`src/pbr_pkg.sv`:
```
package pbr_pkg;
    // clock rate in kHz, for time to cycle conversion
    localparam logic [63:0] CLK_KHZ = 64'd200000;

    // hold delay times in ms
    localparam logic [63:0] HOLD_2S_MS = 64'd2000;
    localparam logic [63:0] HOLD_4S_MS = 64'd4000;
    localparam logic [63:0] HOLD_6S_MS = 64'd6000;

    // pulse duration options in ms (least values)
    localparam logic [63:0] PULSE_SHORT_MS = 64'd140;
    localparam logic [63:0] PULSE_LONG_MS = 64'd240;

    // derived cycle counts (exact at this clock rate)
    localparam logic [31:0] HOLD_2S_CYC = 32'(HOLD_2S_MS * CLK_KHZ);
    localparam logic [31:0] HOLD_4S_CYC = 32'(HOLD_4S_MS * CLK_KHZ);
    localparam logic [31:0] HOLD_6S_CYC = 32'(HOLD_6S_MS * CLK_KHZ);
    localparam logic [31:0] PULSE_SHORT_CYC = 32'(PULSE_SHORT_MS * CLK_KHZ);
    localparam logic [31:0] PULSE_LONG_CYC = 32'(PULSE_LONG_MS * CLK_KHZ);

    // probe phase length for the three-state select pin
    localparam logic [7:0] PROBE_CYC = 8'h10;

    // value of all counters after reset
    localparam logic [31:0] CNT_RST = 32'h0000_0000;

    // decoded delay selection
    typedef enum logic [1:0] {
        DLY_2S,
        DLY_4S,
        DLY_6S
    } delay_sel_t;
endpackage

```
`src/cond_if.sv`:
```
`timescale 1ns/1ps
// cleaned inputs from the conditioner to the sequencer
interface cond_if;
    import pbr_pkg::*;
    logic b0_low;
    logic b1_low;
    delay_sel_t sel;
    logic sel_valid;
    modport src (output b0_low, output b1_low, output sel, output sel_valid);
    modport snk (input b0_low, input b1_low, input sel, input sel_valid);
endinterface

```
`src/pushbutton_reset_timer.sv`:
```
`timescale 1ns/1ps
module pushbutton_reset_timer #(
    parameter logic [31:0] HOLD_2S_CYCLES = pbr_pkg::HOLD_2S_CYC,
    parameter logic [31:0] HOLD_4S_CYCLES = pbr_pkg::HOLD_4S_CYC,
    parameter logic [31:0] HOLD_6S_CYCLES = pbr_pkg::HOLD_6S_CYC,
    parameter logic [31:0] PULSE_SHORT_CYCLES = pbr_pkg::PULSE_SHORT_CYC,
    parameter logic [31:0] PULSE_LONG_CYCLES = pbr_pkg::PULSE_LONG_CYC,
    parameter logic PULSE_LONG_OPTION = 1'b0
) (
    input wire logic sys_clk,
    input wire logic nrst,
    input wire logic first_button_input_n,
    input wire logic second_button_input_n,
    input wire logic delay_select_pin_in,
    output logic delay_select_pin_out,
    output logic delay_select_pin_oe,
    output logic reset_out_n_out,
    output logic reset_out_n_oe,
    output logic reset_out_high
);
    import pbr_pkg::*;

    typedef enum logic [2:0] {
        S_WAIT_CFG,
        S_IDLE,
        S_TIMING,
        S_PULSE,
        S_LOCKED
    } seq_state_t;

    typedef struct packed {
        seq_state_t state;
        logic [31:0] cnt;
        logic pulse;
    } seq_t;

    seq_t st_ff;
    seq_t nxt_st;
    logic both_low;
    logic [31:0] hold_lim;
    logic [31:0] pulse_lim;

    cond_if cif ();

    // synchronised buttons and decoded select pin
    input_conditioner u_cond (
        .sys_clk(sys_clk),
        .nrst(nrst),
        .first_button_input_n(first_button_input_n),
        .second_button_input_n(second_button_input_n),
        .delay_select_pin_in(delay_select_pin_in),
        .delay_select_pin_out(delay_select_pin_out),
        .delay_select_pin_oe(delay_select_pin_oe),
        .cif(cif)
    );

    // symmetric combine of both buttons, so order of pressing is irrelevant
    assign both_low = cif.b0_low && cif.b1_low;

    // hold delay limit from the select pin
    always_comb begin
        case (cif.sel)
            DLY_2S: hold_lim = HOLD_2S_CYCLES;
            DLY_4S: hold_lim = HOLD_4S_CYCLES;
            DLY_6S: hold_lim = HOLD_6S_CYCLES;
            default: hold_lim = HOLD_2S_CYCLES;
        endcase
    end

    // pulse length fixed at build time
    assign pulse_lim = PULSE_LONG_OPTION ? PULSE_LONG_CYCLES : PULSE_SHORT_CYCLES;

    // sequencer next state
    always_comb begin
        nxt_st = st_ff;
        case (st_ff.state)
            S_WAIT_CFG: begin
                if (cif.sel_valid) begin
                    nxt_st.state = S_IDLE;
                end
            end
            S_IDLE: begin
                if (both_low) begin
                    nxt_st.state = S_TIMING;
                    nxt_st.cnt = CNT_RST;
                end
            end
            S_TIMING: begin
                if (!both_low) begin
                    nxt_st.state = S_IDLE;
                    nxt_st.cnt = CNT_RST;
                end else if (st_ff.cnt == hold_lim - 32'h1) begin
                    nxt_st.state = S_PULSE;
                    nxt_st.cnt = CNT_RST;
                    nxt_st.pulse = 1'b1;
                end else begin
                    nxt_st.cnt = st_ff.cnt + 32'h1;
                end
            end
            S_PULSE: begin
                if (st_ff.cnt == pulse_lim - 32'h1) begin
                    nxt_st.pulse = 1'b0;
                    nxt_st.cnt = CNT_RST;
                    nxt_st.state = both_low ? S_LOCKED : S_IDLE;
                end else begin
                    nxt_st.cnt = st_ff.cnt + 32'h1;
                end
            end
            S_LOCKED: begin
                // stays quiet until a button is let go
                if (!both_low) begin
                    nxt_st.state = S_IDLE;
                end
            end
            default: begin
                nxt_st.state = S_IDLE;
                nxt_st.pulse = 1'b0;
                nxt_st.cnt = CNT_RST;
            end
        endcase
    end

    // state register
    always_ff @(posedge sys_clk) begin
        if (!nrst) begin
            st_ff <= '{state: S_WAIT_CFG, cnt: CNT_RST, pulse: 1'b0};
        end else begin
            st_ff <= nxt_st;
        end
    end

    // open-drain low output pulls low during pulse, push-pull high is its inverse
    assign reset_out_n_out = 1'b0;
    assign reset_out_n_oe = st_ff.pulse;
    assign reset_out_high = st_ff.pulse;
endmodule

```
`src/input_conditioner.sv`:
```
`timescale 1ns/1ps
module input_conditioner (
    input wire logic sys_clk,
    input wire logic nrst,
    input wire logic first_button_input_n,
    input wire logic second_button_input_n,
    input wire logic delay_select_pin_in,
    output logic delay_select_pin_out,
    output logic delay_select_pin_oe,
    cond_if.src cif
);
    import pbr_pkg::*;

    typedef enum logic [2:0] {
        P_DRIVE_HI,
        P_FLOAT_HI,
        P_DRIVE_LO,
        P_FLOAT_LO,
        P_DONE
    } probe_t;

    typedef struct packed {
        logic [2:0] s1;
        logic [2:0] s2;
        logic [2:0] s3;
        logic [2:0] clean;
        probe_t phase;
        logic [7:0] cnt;
        logic samp_hi;
        delay_sel_t sel;
        logic sel_valid;
    } cond_state_t;

    cond_state_t st_ff;
    cond_state_t nxt_st;

    // three-stage sync, debounced once stages two and three agree; probe of the select pin
    always_comb begin
        nxt_st = st_ff;
        nxt_st.s1 = {delay_select_pin_in, second_button_input_n, first_button_input_n};
        nxt_st.s2 = st_ff.s1;
        nxt_st.s3 = st_ff.s2;
        for (int i = 0; i < 3; i++) begin
            if (st_ff.s2[i] == st_ff.s3[i]) begin
                nxt_st.clean[i] = st_ff.s2[i];
            end
        end
        // float detection: a floating pin keeps the level last driven on it
        if (st_ff.phase != P_DONE) begin
            if (st_ff.cnt == PROBE_CYC) begin
                nxt_st.cnt = 8'h00;
                case (st_ff.phase)
                    P_DRIVE_HI: nxt_st.phase = P_FLOAT_HI;
                    P_FLOAT_HI: begin
                        nxt_st.samp_hi = st_ff.clean[2];
                        nxt_st.phase = P_DRIVE_LO;
                    end
                    P_DRIVE_LO: nxt_st.phase = P_FLOAT_LO;
                    P_FLOAT_LO: begin
                        nxt_st.phase = P_DONE;
                        nxt_st.sel_valid = 1'b1;
                        if (st_ff.samp_hi && !st_ff.clean[2]) begin
                            nxt_st.sel = DLY_2S;
                        end else if (!st_ff.samp_hi && !st_ff.clean[2]) begin
                            nxt_st.sel = DLY_4S;
                        end else if (st_ff.samp_hi && st_ff.clean[2]) begin
                            nxt_st.sel = DLY_6S;
                        end else begin
                            nxt_st.sel = DLY_2S;
                        end
                    end
                    default: nxt_st.phase = P_DONE;
                endcase
            end else begin
                nxt_st.cnt = st_ff.cnt + 8'h01;
            end
        end
    end

    // state register with synchronous reset
    always_ff @(posedge sys_clk) begin
        if (!nrst) begin
            st_ff <= '{s1: 3'h7, s2: 3'h7, s3: 3'h7, clean: 3'h7, phase: P_DRIVE_HI,
                       cnt: 8'h00, samp_hi: 1'b0, sel: DLY_2S,
                       sel_valid: 1'b0};
        end else begin
            st_ff <= nxt_st;
        end
    end

    // pin driven only in the drive phases
    assign delay_select_pin_out = (st_ff.phase == P_DRIVE_HI);
    assign delay_select_pin_oe = (st_ff.phase == P_DRIVE_HI) || (st_ff.phase == P_DRIVE_LO);
    assign cif.b0_low = !st_ff.clean[0];
    assign cif.b1_low = !st_ff.clean[1];
    assign cif.sel = st_ff.sel;
    assign cif.sel_valid = st_ff.sel_valid;
endmodule

```
`config.mk`:
```
export PLATFORM = sky130hd
export DESIGN_NAME = pushbutton_reset_timer
export DESIGN_NICKNAME = d
export VERILOG_FILES = /design/src/pbr_pkg.sv /design/src/cond_if.sv /design/src/pushbutton_reset_timer.sv /design/src/input_conditioner.sv
export SDC_FILE = /design/constraint.sdc
export NUM_CORES = 1
export LEC_CHECK = 0
export BUFFER_PORTS_ARGS = -buffer_cell sky130_fd_sc_hd__buf_2
export CORE_UTILIZATION = 30
export DETAILED_ROUTE_END_ITERATION = 12
export PLACE_DENSITY = 0.48
export SLEW_MARGIN = 20
export SYNTH_ARGS = -nofsm -noshare
export SYNTH_HDL_FRONTEND = slang
export SYNTH_HIERARCHICAL = 1
export SYNTH_SLANG_ARGS = --single-unit
export TNS_END_PERCENT = 5
```
`constraint.sdc`:
```
create_clock -name sys_clk -period 2.7 [get_ports sys_clk]
set_input_delay 0.135 -clock sys_clk [delete_from_list [all_inputs] [get_ports sys_clk]]
set_output_delay 0.135 -clock sys_clk [all_outputs]
set_load 0.03 [all_outputs]
```
==> results.py, run 1 <==
metrics = {
    "yosys": {
        "synth_top_area_share_pct": 35.0,
        "yosys.area.top_type": "dfxtp_1",
        "async_reset_ff_share_pct": 0,
        "synth-seq-area-share_pct": 35.0,
        "postSynthCellCount": 425,
        "synth_cell_types": 72,
        "synthFlopType": "dfxtp_1",
        "synth_seq_cells": 63,
        "netlist_area_um2": 3600,
        "syn_nets": 436,
        "yosys-top-cells-area": "dfxtp_1 (35%), nand2_1 (3.6%), a21oi_1 (3.1%)",
        "yosys_warnings": 6,
        "synth_most_common_cell": "dfxtp_1",
        "synth_edf_count": 0,
        "syn_avg_cell_area_um2": 8.47,
        "synth_common_cells": "dfxtp_1 (63), nand2_1 (35), a21oi_1 (22), nor2_1 (22), nand3_1 (21)",
    },
    "timing": {
        "worst_pin_slew_ns": 0.933,
        "slew_headroom_pct": 37.6,
        "hold_viol_final": 0,
        "slew_viol_final": 0,
        "tns_ns": 0,
        "post-route-min-period_ns": 2.54,
        "clock.fmax_ghz": 0.394,
        "period_share_pct": 93.9,
        "setup-violations-final": 0,
        "fin_worst_skew_ns": 0.00849,
        "rsz0062_at_grt": "false",
    },
    "power": {
        "p_comb_share_pct": 2.9,
        "p_sw_w": 0.000515,
        "total_power_w": 0.00230,
        "pwr-share-seq_pct": 41.3,
        "p_sw_share_pct": 22.4,
        "power_density_nw_per_um2": 549,
        "power.leakage_nw": 1.51,
        "p_clk_share_pct": 55.9,
        "p_int_w": 0.00179,
        "ir_drop_uv": 296,
    },
    "floorplanning": {
        "dieHeight_um": 112,
        "die_x_um": 112,
        "coreArea_um2": 11600,
        "start_util_pct": 31.1,
        "row_count": 39,
        "dieArea_um2": 12400,
        "num_io_pins": 10,
    },
    "critical_path": {
        "cp-start-kind": "register",
        "cp_slowest_stage_delay_ns": 0.49,
        "crit_required_ns": 2.92,
        "worstPathCellList": "inv_1, ha_1, or4b_4, a2111oi_4, a211o_4, nand2_4, a221o_1",
        "critPathKind": "reg -> reg",
        "crit_arrival_ns": 2.75,
        "cp_slowest_cell": "or4b_4",
        "critPathCaptureType": "register",
        "crit_fanout": 15,
    },
    "drt": {
        "drcViolationCount": 0,
        "routed_via_density": 5.42,
        "wl_per_cell_um": 15.3,
        "vias": 3183,
        "wl_um": 8970,
        "dr.first_iter.drc_count": 239,
        "dr.pass1.iters": 4,
        "ant_nets": 0,
    },
    "placement": {
        "port_buffers": 8,
        "dpl-instance-area_um2": 3830,
        "hpwl_um": 6480,
        "place_congestion": 0.872,
    },
    "grt": {
        "grt_pass1_wl_um": 15000,
        "grt_max_degree": 23,
        "grt_pass1_vias": 2943,
        "antenna_found_initial": 0,
        "gr-total-overflow": 0,
        "grt_usage_pct": 15.2,
    },
    "final_layout": {
        "drive_above_1_share_pct": 16.4,
        "insertedDiodeCount": 0,
        "design_area_um2": 4190,
        "final_nets": 450,
        "area_growth_pct": 16.4,
        "n_fill_cell": 1171,
    },
    "min_path": {
        "hold_class": "in -> reg",
    },
    "outcome": {
        "outcome": "finished clean",
    },
    "flow_run": {
        "maxCapViolCount": 0,
    },
    "clocking": {
        "clk_path_buf_depth": 2,
        "post_cts_buffers": 0,
        "numClockSinks": 63,
        "cts_buffers": 9,
        "cts_resized": 0,
        "path_clk_slew_ns": 0.06,
        "clock_tree.root_cell": "clkbuf_16",
        "cts_tree": "done",
        "clock_latency_ns": 0.33,
        "cts_hold_buf": 3,
        "htree_levels": 3,
    },
}
## layout by cell type (no fill, tap or decap), types with 6 or more instances in the layout
master,n
o21ai_0,13
clkbuf_16,9
nand2b_1,11
nand2_1,35
or4_1,6
ha_1,6
buf_4,27
a21oi_1,22
a22oi_1,6
and3_1,8
buf_2,8
nand4_1,12
nand3_1,21
a21o_1,7
dfxtp_1,63
nor2_1,22
nor3_1,17
nor4_1,7
inv_1,15
xnor2_1,8
a22o_1,11
o31ai_1,7
## registers in the layout, summed over array words and instances (netlist names)
register              cells
u_cond/st_ff             18
st_ff                    35
u_cond/nxt_st             6
reset_out_high            1
u_cond/cif.sel_valid      1
u_cond/cif.sel            2
## area by class of cell
type	instances	area (um2)	share of cell area, %
sequential	63	1260	30.1
inverter	16	60.1	1.43
multi-input combinational	311	2090	49.9
timing repair buffer	38	273	6.51
clock inverter	7	104	2.48
tap	143	179	4.27
clock buffer	9	225	5.37
## power groups by stage
stage	Combinational, W	Sequential, W	Clock [W]
6_report	0.0000658	0.000950	0.00129
3_5_place_dp	0.0000633	0.000971	0
5_1_grt	0.0000723	0.000952	0.00136
3_3_place_gp	0.0000624	0.000971	0
2_1_floorplan	0.0000512	0.000968	0
4_1_cts	0.0000668	0.000950	0.00132
## routing by layer
| metal | global-route usage (%) | wire (um) |
|---|---|---|
| met5 | 0 | 0 |
| met4 | 6.67 | 146 |
| met3 | 3.97 | 429 |
| met2 | 22.9 | 4010 |
| met1 | 20.4 | 4390 |
## cells by family after synthesis
group	count (synthesis)	share of synthesized area [%]
AOI/OAI and AO/OA	115	23.7
DFF	63	35.0
buffers and inverters	51	6.91
adders and majority gates	6	2.08
xor gates and xnor gates	12	2.92
other	1	0.104
and+or+nand+nor	173	28.1
muxes	4	1.11
## worst max-delay path: cells and delay by family (launching register included)
family	cells	cell delay (ns)
buf+inv	1	0.06
flops	1	0.39
simple gates	2	0.64
compound gates	3	1.12
fa+ha+maj	1	0.19
## final timing paths
path                                  start                           end  slack [ns]  depth (start not counted)
max          u_cond/cif.sel[1]$_SDFFE_PN0P_        st_ff[31]$_SDFFE_PN0P_        0.16                          7
min                                    nrst   reset_out_high$_SDFFE_PN0P_        0.23                          2
max reg2reg  u_cond/cif.sel[1]$_SDFFE_PN0P_        st_ff[31]$_SDFFE_PN0P_        0.16                          7
min reg2reg    u_cond/nxt_st[22]$_SDFF_PN1_  u_cond/nxt_st[19]$_SDFF_PN1_        0.41                          1
## stage by stage
stage,utilization (%),hold slack [ns],setup slack [ns],cells
2_1_floorplan,-,0.236,0.278,425
3_3_place_gp,33.1,0.321,0.225,568
3_5_place_dp,33.1,0.320,0.165,568
4_1_cts,36.3,0.219,0.159,587
5_1_grt,36.3,0.241,0.0392,587
6_report,36.3,0.233,0.164,587
(Power assumes the default switching activity.)
==> run 2: changes to the inputs <==
--- a/config.mk
+++ b/config.mk
@@ -5,11 +5,11 @@
 export SDC_FILE = /design/constraint.sdc
 export NUM_CORES = 1
 export LEC_CHECK = 0
+export ABC_AREA = 1
 export BUFFER_PORTS_ARGS = -buffer_cell sky130_fd_sc_hd__buf_2
 export CORE_UTILIZATION = 30
 export DETAILED_ROUTE_END_ITERATION = 12
 export PLACE_DENSITY = 0.48
-export SLEW_MARGIN = 20
 export SYNTH_ARGS = -nofsm -noshare
 export SYNTH_HDL_FRONTEND = slang
 export SYNTH_HIERARCHICAL = 1
==> run 2 against run 1 <==
Against the previous run: via count is 20% higher; hold slack better by 0.014 ns; first-iteration DRC count is 26% lower; design area is 7.9% higher; maximum frequency is 13% higher; core utilization is 0.99 points lower; total power is 13% higher; cell count is 41% higher.
==> results.py, run 2 <==
metrics = {
    "outcome": {
        "outcome": "finished clean",
    },
    "critical_path": {
        "crit_arrival_ns": 2.48,
        "ff2ff_setup_slack_ns": 0.46,
        "worstPathCellList": "inv_1, ha_1, inv_1, nand2_1, nand2_1, nor2_1, nand2_1, nor2_1, nand3_2, nand2_4, nand2_4, nand2_1, nand2_1, nand2_1, inv_1",
        "critPathCaptureType": "register",
        "cp_slowest_cell": "dfxtp_1",
        "crit_fanout": 28,
        "cp-start-kind": "register",
        "crit_required_ns": 2.93,
        "cpMostUsedCell": "nand2_1",
        "reg2reg_depth": 15,
        "critPathKind": "reg -> reg",
        "cp_slowest_stage_delay_ns": 0.38,
    },
    "clocking": {
        "cts_buffers": 9,
        "htree_levels": 3,
        "path_clk_slew_ns": 0.06,
        "clk_path_buf_depth": 2,
        "numClockSinks": 63,
        "clock_tree.root_cell": "clkbuf_16",
        "clock_latency_ns": 0.34,
        "cts_tree": "done",
        "post_cts_buffers": 0,
    },
    "yosys": {
        "yosys_warnings": 6,
        "netlist_area_um2": 4000,
        "synth_edf_count": 0,
        "postSynthCellCount": 644,
        "async_reset_ff_share_pct": 0,
        "synthFlopType": "dfxtp_1",
        "post_synth_mux_area_share_pct": 0,
        "synth_top_area_share_pct": 31.5,
        "yosys-top-cells-area": "dfxtp_1 (32%), nand2_1 (20%), inv_1 (9.5%)",
        "synth-seq-area-share_pct": 31.5,
        "yosys.area_share.simple_pct": 41.8,
        "syn_nets": 655,
        "synth_common_cells": "nand2_1 (213), inv_1 (101), nor2_1 (65)",
        "synth_most_common_cell": "nand2_1",
        "synth_top_family_by_area": "simple AND/OR/NAND/NOR gates",
        "yosys.area.top_type": "dfxtp_1",
        "synth-compound-area-share_pct": 7.92,
        "synth_seq_cells": 63,
        "synth-xor-area-share_pct": 4.38,
        "synth_cell_types": 37,
        "syn_avg_cell_area_um2": 6.21,
        "synthAdderAreaFrac_pct": 2.13,
    },
    "timing": {
        "setup-violations-final": 0,
        "slew_headroom_pct": 34.8,
        "slew_viol_final": 0,
        "post-route-min-period_ns": 2.24,
        "hold_viol_final": 0,
        "period_share_pct": 83.1,
        "clock.fmax_ghz": 0.446,
        "fin_worst_skew_ns": 0.00524,
        "whs_ns": 0.248,
        "worst_pin_slew_ns": 0.976,
        "tns_ns": 0,
        "rsz0062_at_grt": "false",
    },
    "floorplanning": {
        "dieArea_um2": 13800,
        "start_util_pct": 31.2,
        "dieHeight_um": 117,
        "die_x_um": 117,
        "row_count": 41,
        "coreArea_um2": 12800,
        "num_io_pins": 10,
    },
    "final_layout": {
        "top_register": "st_ff",
        "final_nets": 662,
        "insertedDiodeCount": 0,
        "final_cell_mix": "nand2_1 (213), inv_1 (101), nor2_1 (65)",
        "n_fill_cell": 1431,
        "drive_above_1_share_pct": 9.76,
        "largest_reg_flops": 35,
        "final_common_cell": "nand2_1",
        "area_growth_pct": 13.1,
    },
    "power": {
        "power.leakage_nw": 1.90,
        "ir_drop_uv": 385,
        "power_density_nw_per_um2": 576,
    },
    "grt": {
        "use_met1_pct": 20.0,
        "gr-total-overflow": 0,
        "grt.busiest_layer": "met2",
        "grtUsageMet2_pct": 24.9,
        "grt_pass1_vias": 3521,
        "grt_max_degree": 29,
        "antenna_found_initial": 0,
        "grt_pass1_wl_um": 17100,
        "grt_usage_pct": 15.6,
        "grt_use_met3_pct": 3.55,
    },
    "drt": {
        "routed_via_density": 4.61,
        "ant_nets": 0,
        "dr.pass1.iters": 5,
        "wl_per_cell_um": 12.1,
        "wl_um": 10000,
        "vias": 3819,
        "drcViolationCount": 0,
        "dr.first_iter.drc_count": 177,
    },
    "flow_run": {
        "maxCapViolCount": 0,
    },
    "placement": {
        "hpwl_um": 7390,
        "place_congestion": 0.900,
        "port_buffers": 8,
    },
    "min_path": {
        "hold_class": "in -> reg",
        "holdPathStages": 3,
    },
}
## run 2: layout make-up
type	count	area [um2]	share of cell area (%)
repair buffers	12	77.6	1.72
inverters	104	390	8.63
clock buffers	9	225	4.98
well taps	172	215	4.76
flip-flops and latches	63	1260	27.9
clock inverters	7	104	2.30
multi-input cells	461	2250	49.7
## run 2: worst paths after layout
path,from,end
worst max-delay path,u_cond/cif.sel[0]$_SDFFE_PN0P_,st_ff[5]$_SDFFE_PN0P_
worst min-delay path,nrst,st_ff[7]$_SDFFE_PN0P_
worst max register to register,u_cond/cif.sel[0]$_SDFFE_PN0P_,st_ff[5]$_SDFFE_PN0P_
worst min register to register,u_cond/nxt_st[22]$_SDFF_PN1_,u_cond/nxt_st[19]$_SDFF_PN1_
## run 2: timing repair
| item | CTS | global route |
|---|---|---|
| endpoints found under the hold margin | 3 | 0 |
| resized for setup | 0 | 0 |
| hold buffers | 3 | 0 |
| setup endpoints to repair | 0 | 0 |
## run 2: cell families (layout without fill, tap and decap cells)
kind of cell               after synthesis  count (layout)
and+or+nand+nor                        375             375
buffers and inverters                  120             132
DFF                                     63              63
AOI/OAI and AO/OA                       58              58
xor gates and xnor gates                20              20
adders and majority gates                7               7
other                                    1               1
## run 2: critical path, delay by kind of cell, from the launching register on
kind | cells | cell delay, ns
adders and majority gates | 1 | 0.38
and+or+nand+nor | 11 | 1.17
DFF | 1 | 0.38
buffers and inverters | 3 | 0.21
## run 2: metal layers
metal | wire [um] | part of all wire (%)
met1 | 4950 | 49
met2 | 4480 | 45
met3 | 343 | 3.4
met4 | 239 | 2.4
met5 | 0 | 0
## run 2: where the power goes
| part | internal [W] | switching, W |
|---|---|---|
| clock network | 0.000819 | 0.000468 |
| logic | 0.0000857 | 0.000257 |
| registers | 0.000956 | 0.0000207 |
| total | 0.00186 | 0.000746 |
## run 2: metrics by stage
step | setup WS, ns | cells | cell area, um2 | util, % | power (W)
finish | 0.456 | 828 | 4520 | 35.3 | 0.00261
global route | 0.267 | 828 | 4520 | 35.3 | 0.00273
CTS | 0.449 | 828 | 4520 | 35.3 | 0.00265
detailed placement | 0.470 | 809 | 4160 | 32.5 | 0.00134
global placement | 0.462 | 809 | 4160 | 32.5 | 0.00134
floorplan | 0.885 | 644 | 4000 | - | 0.00125
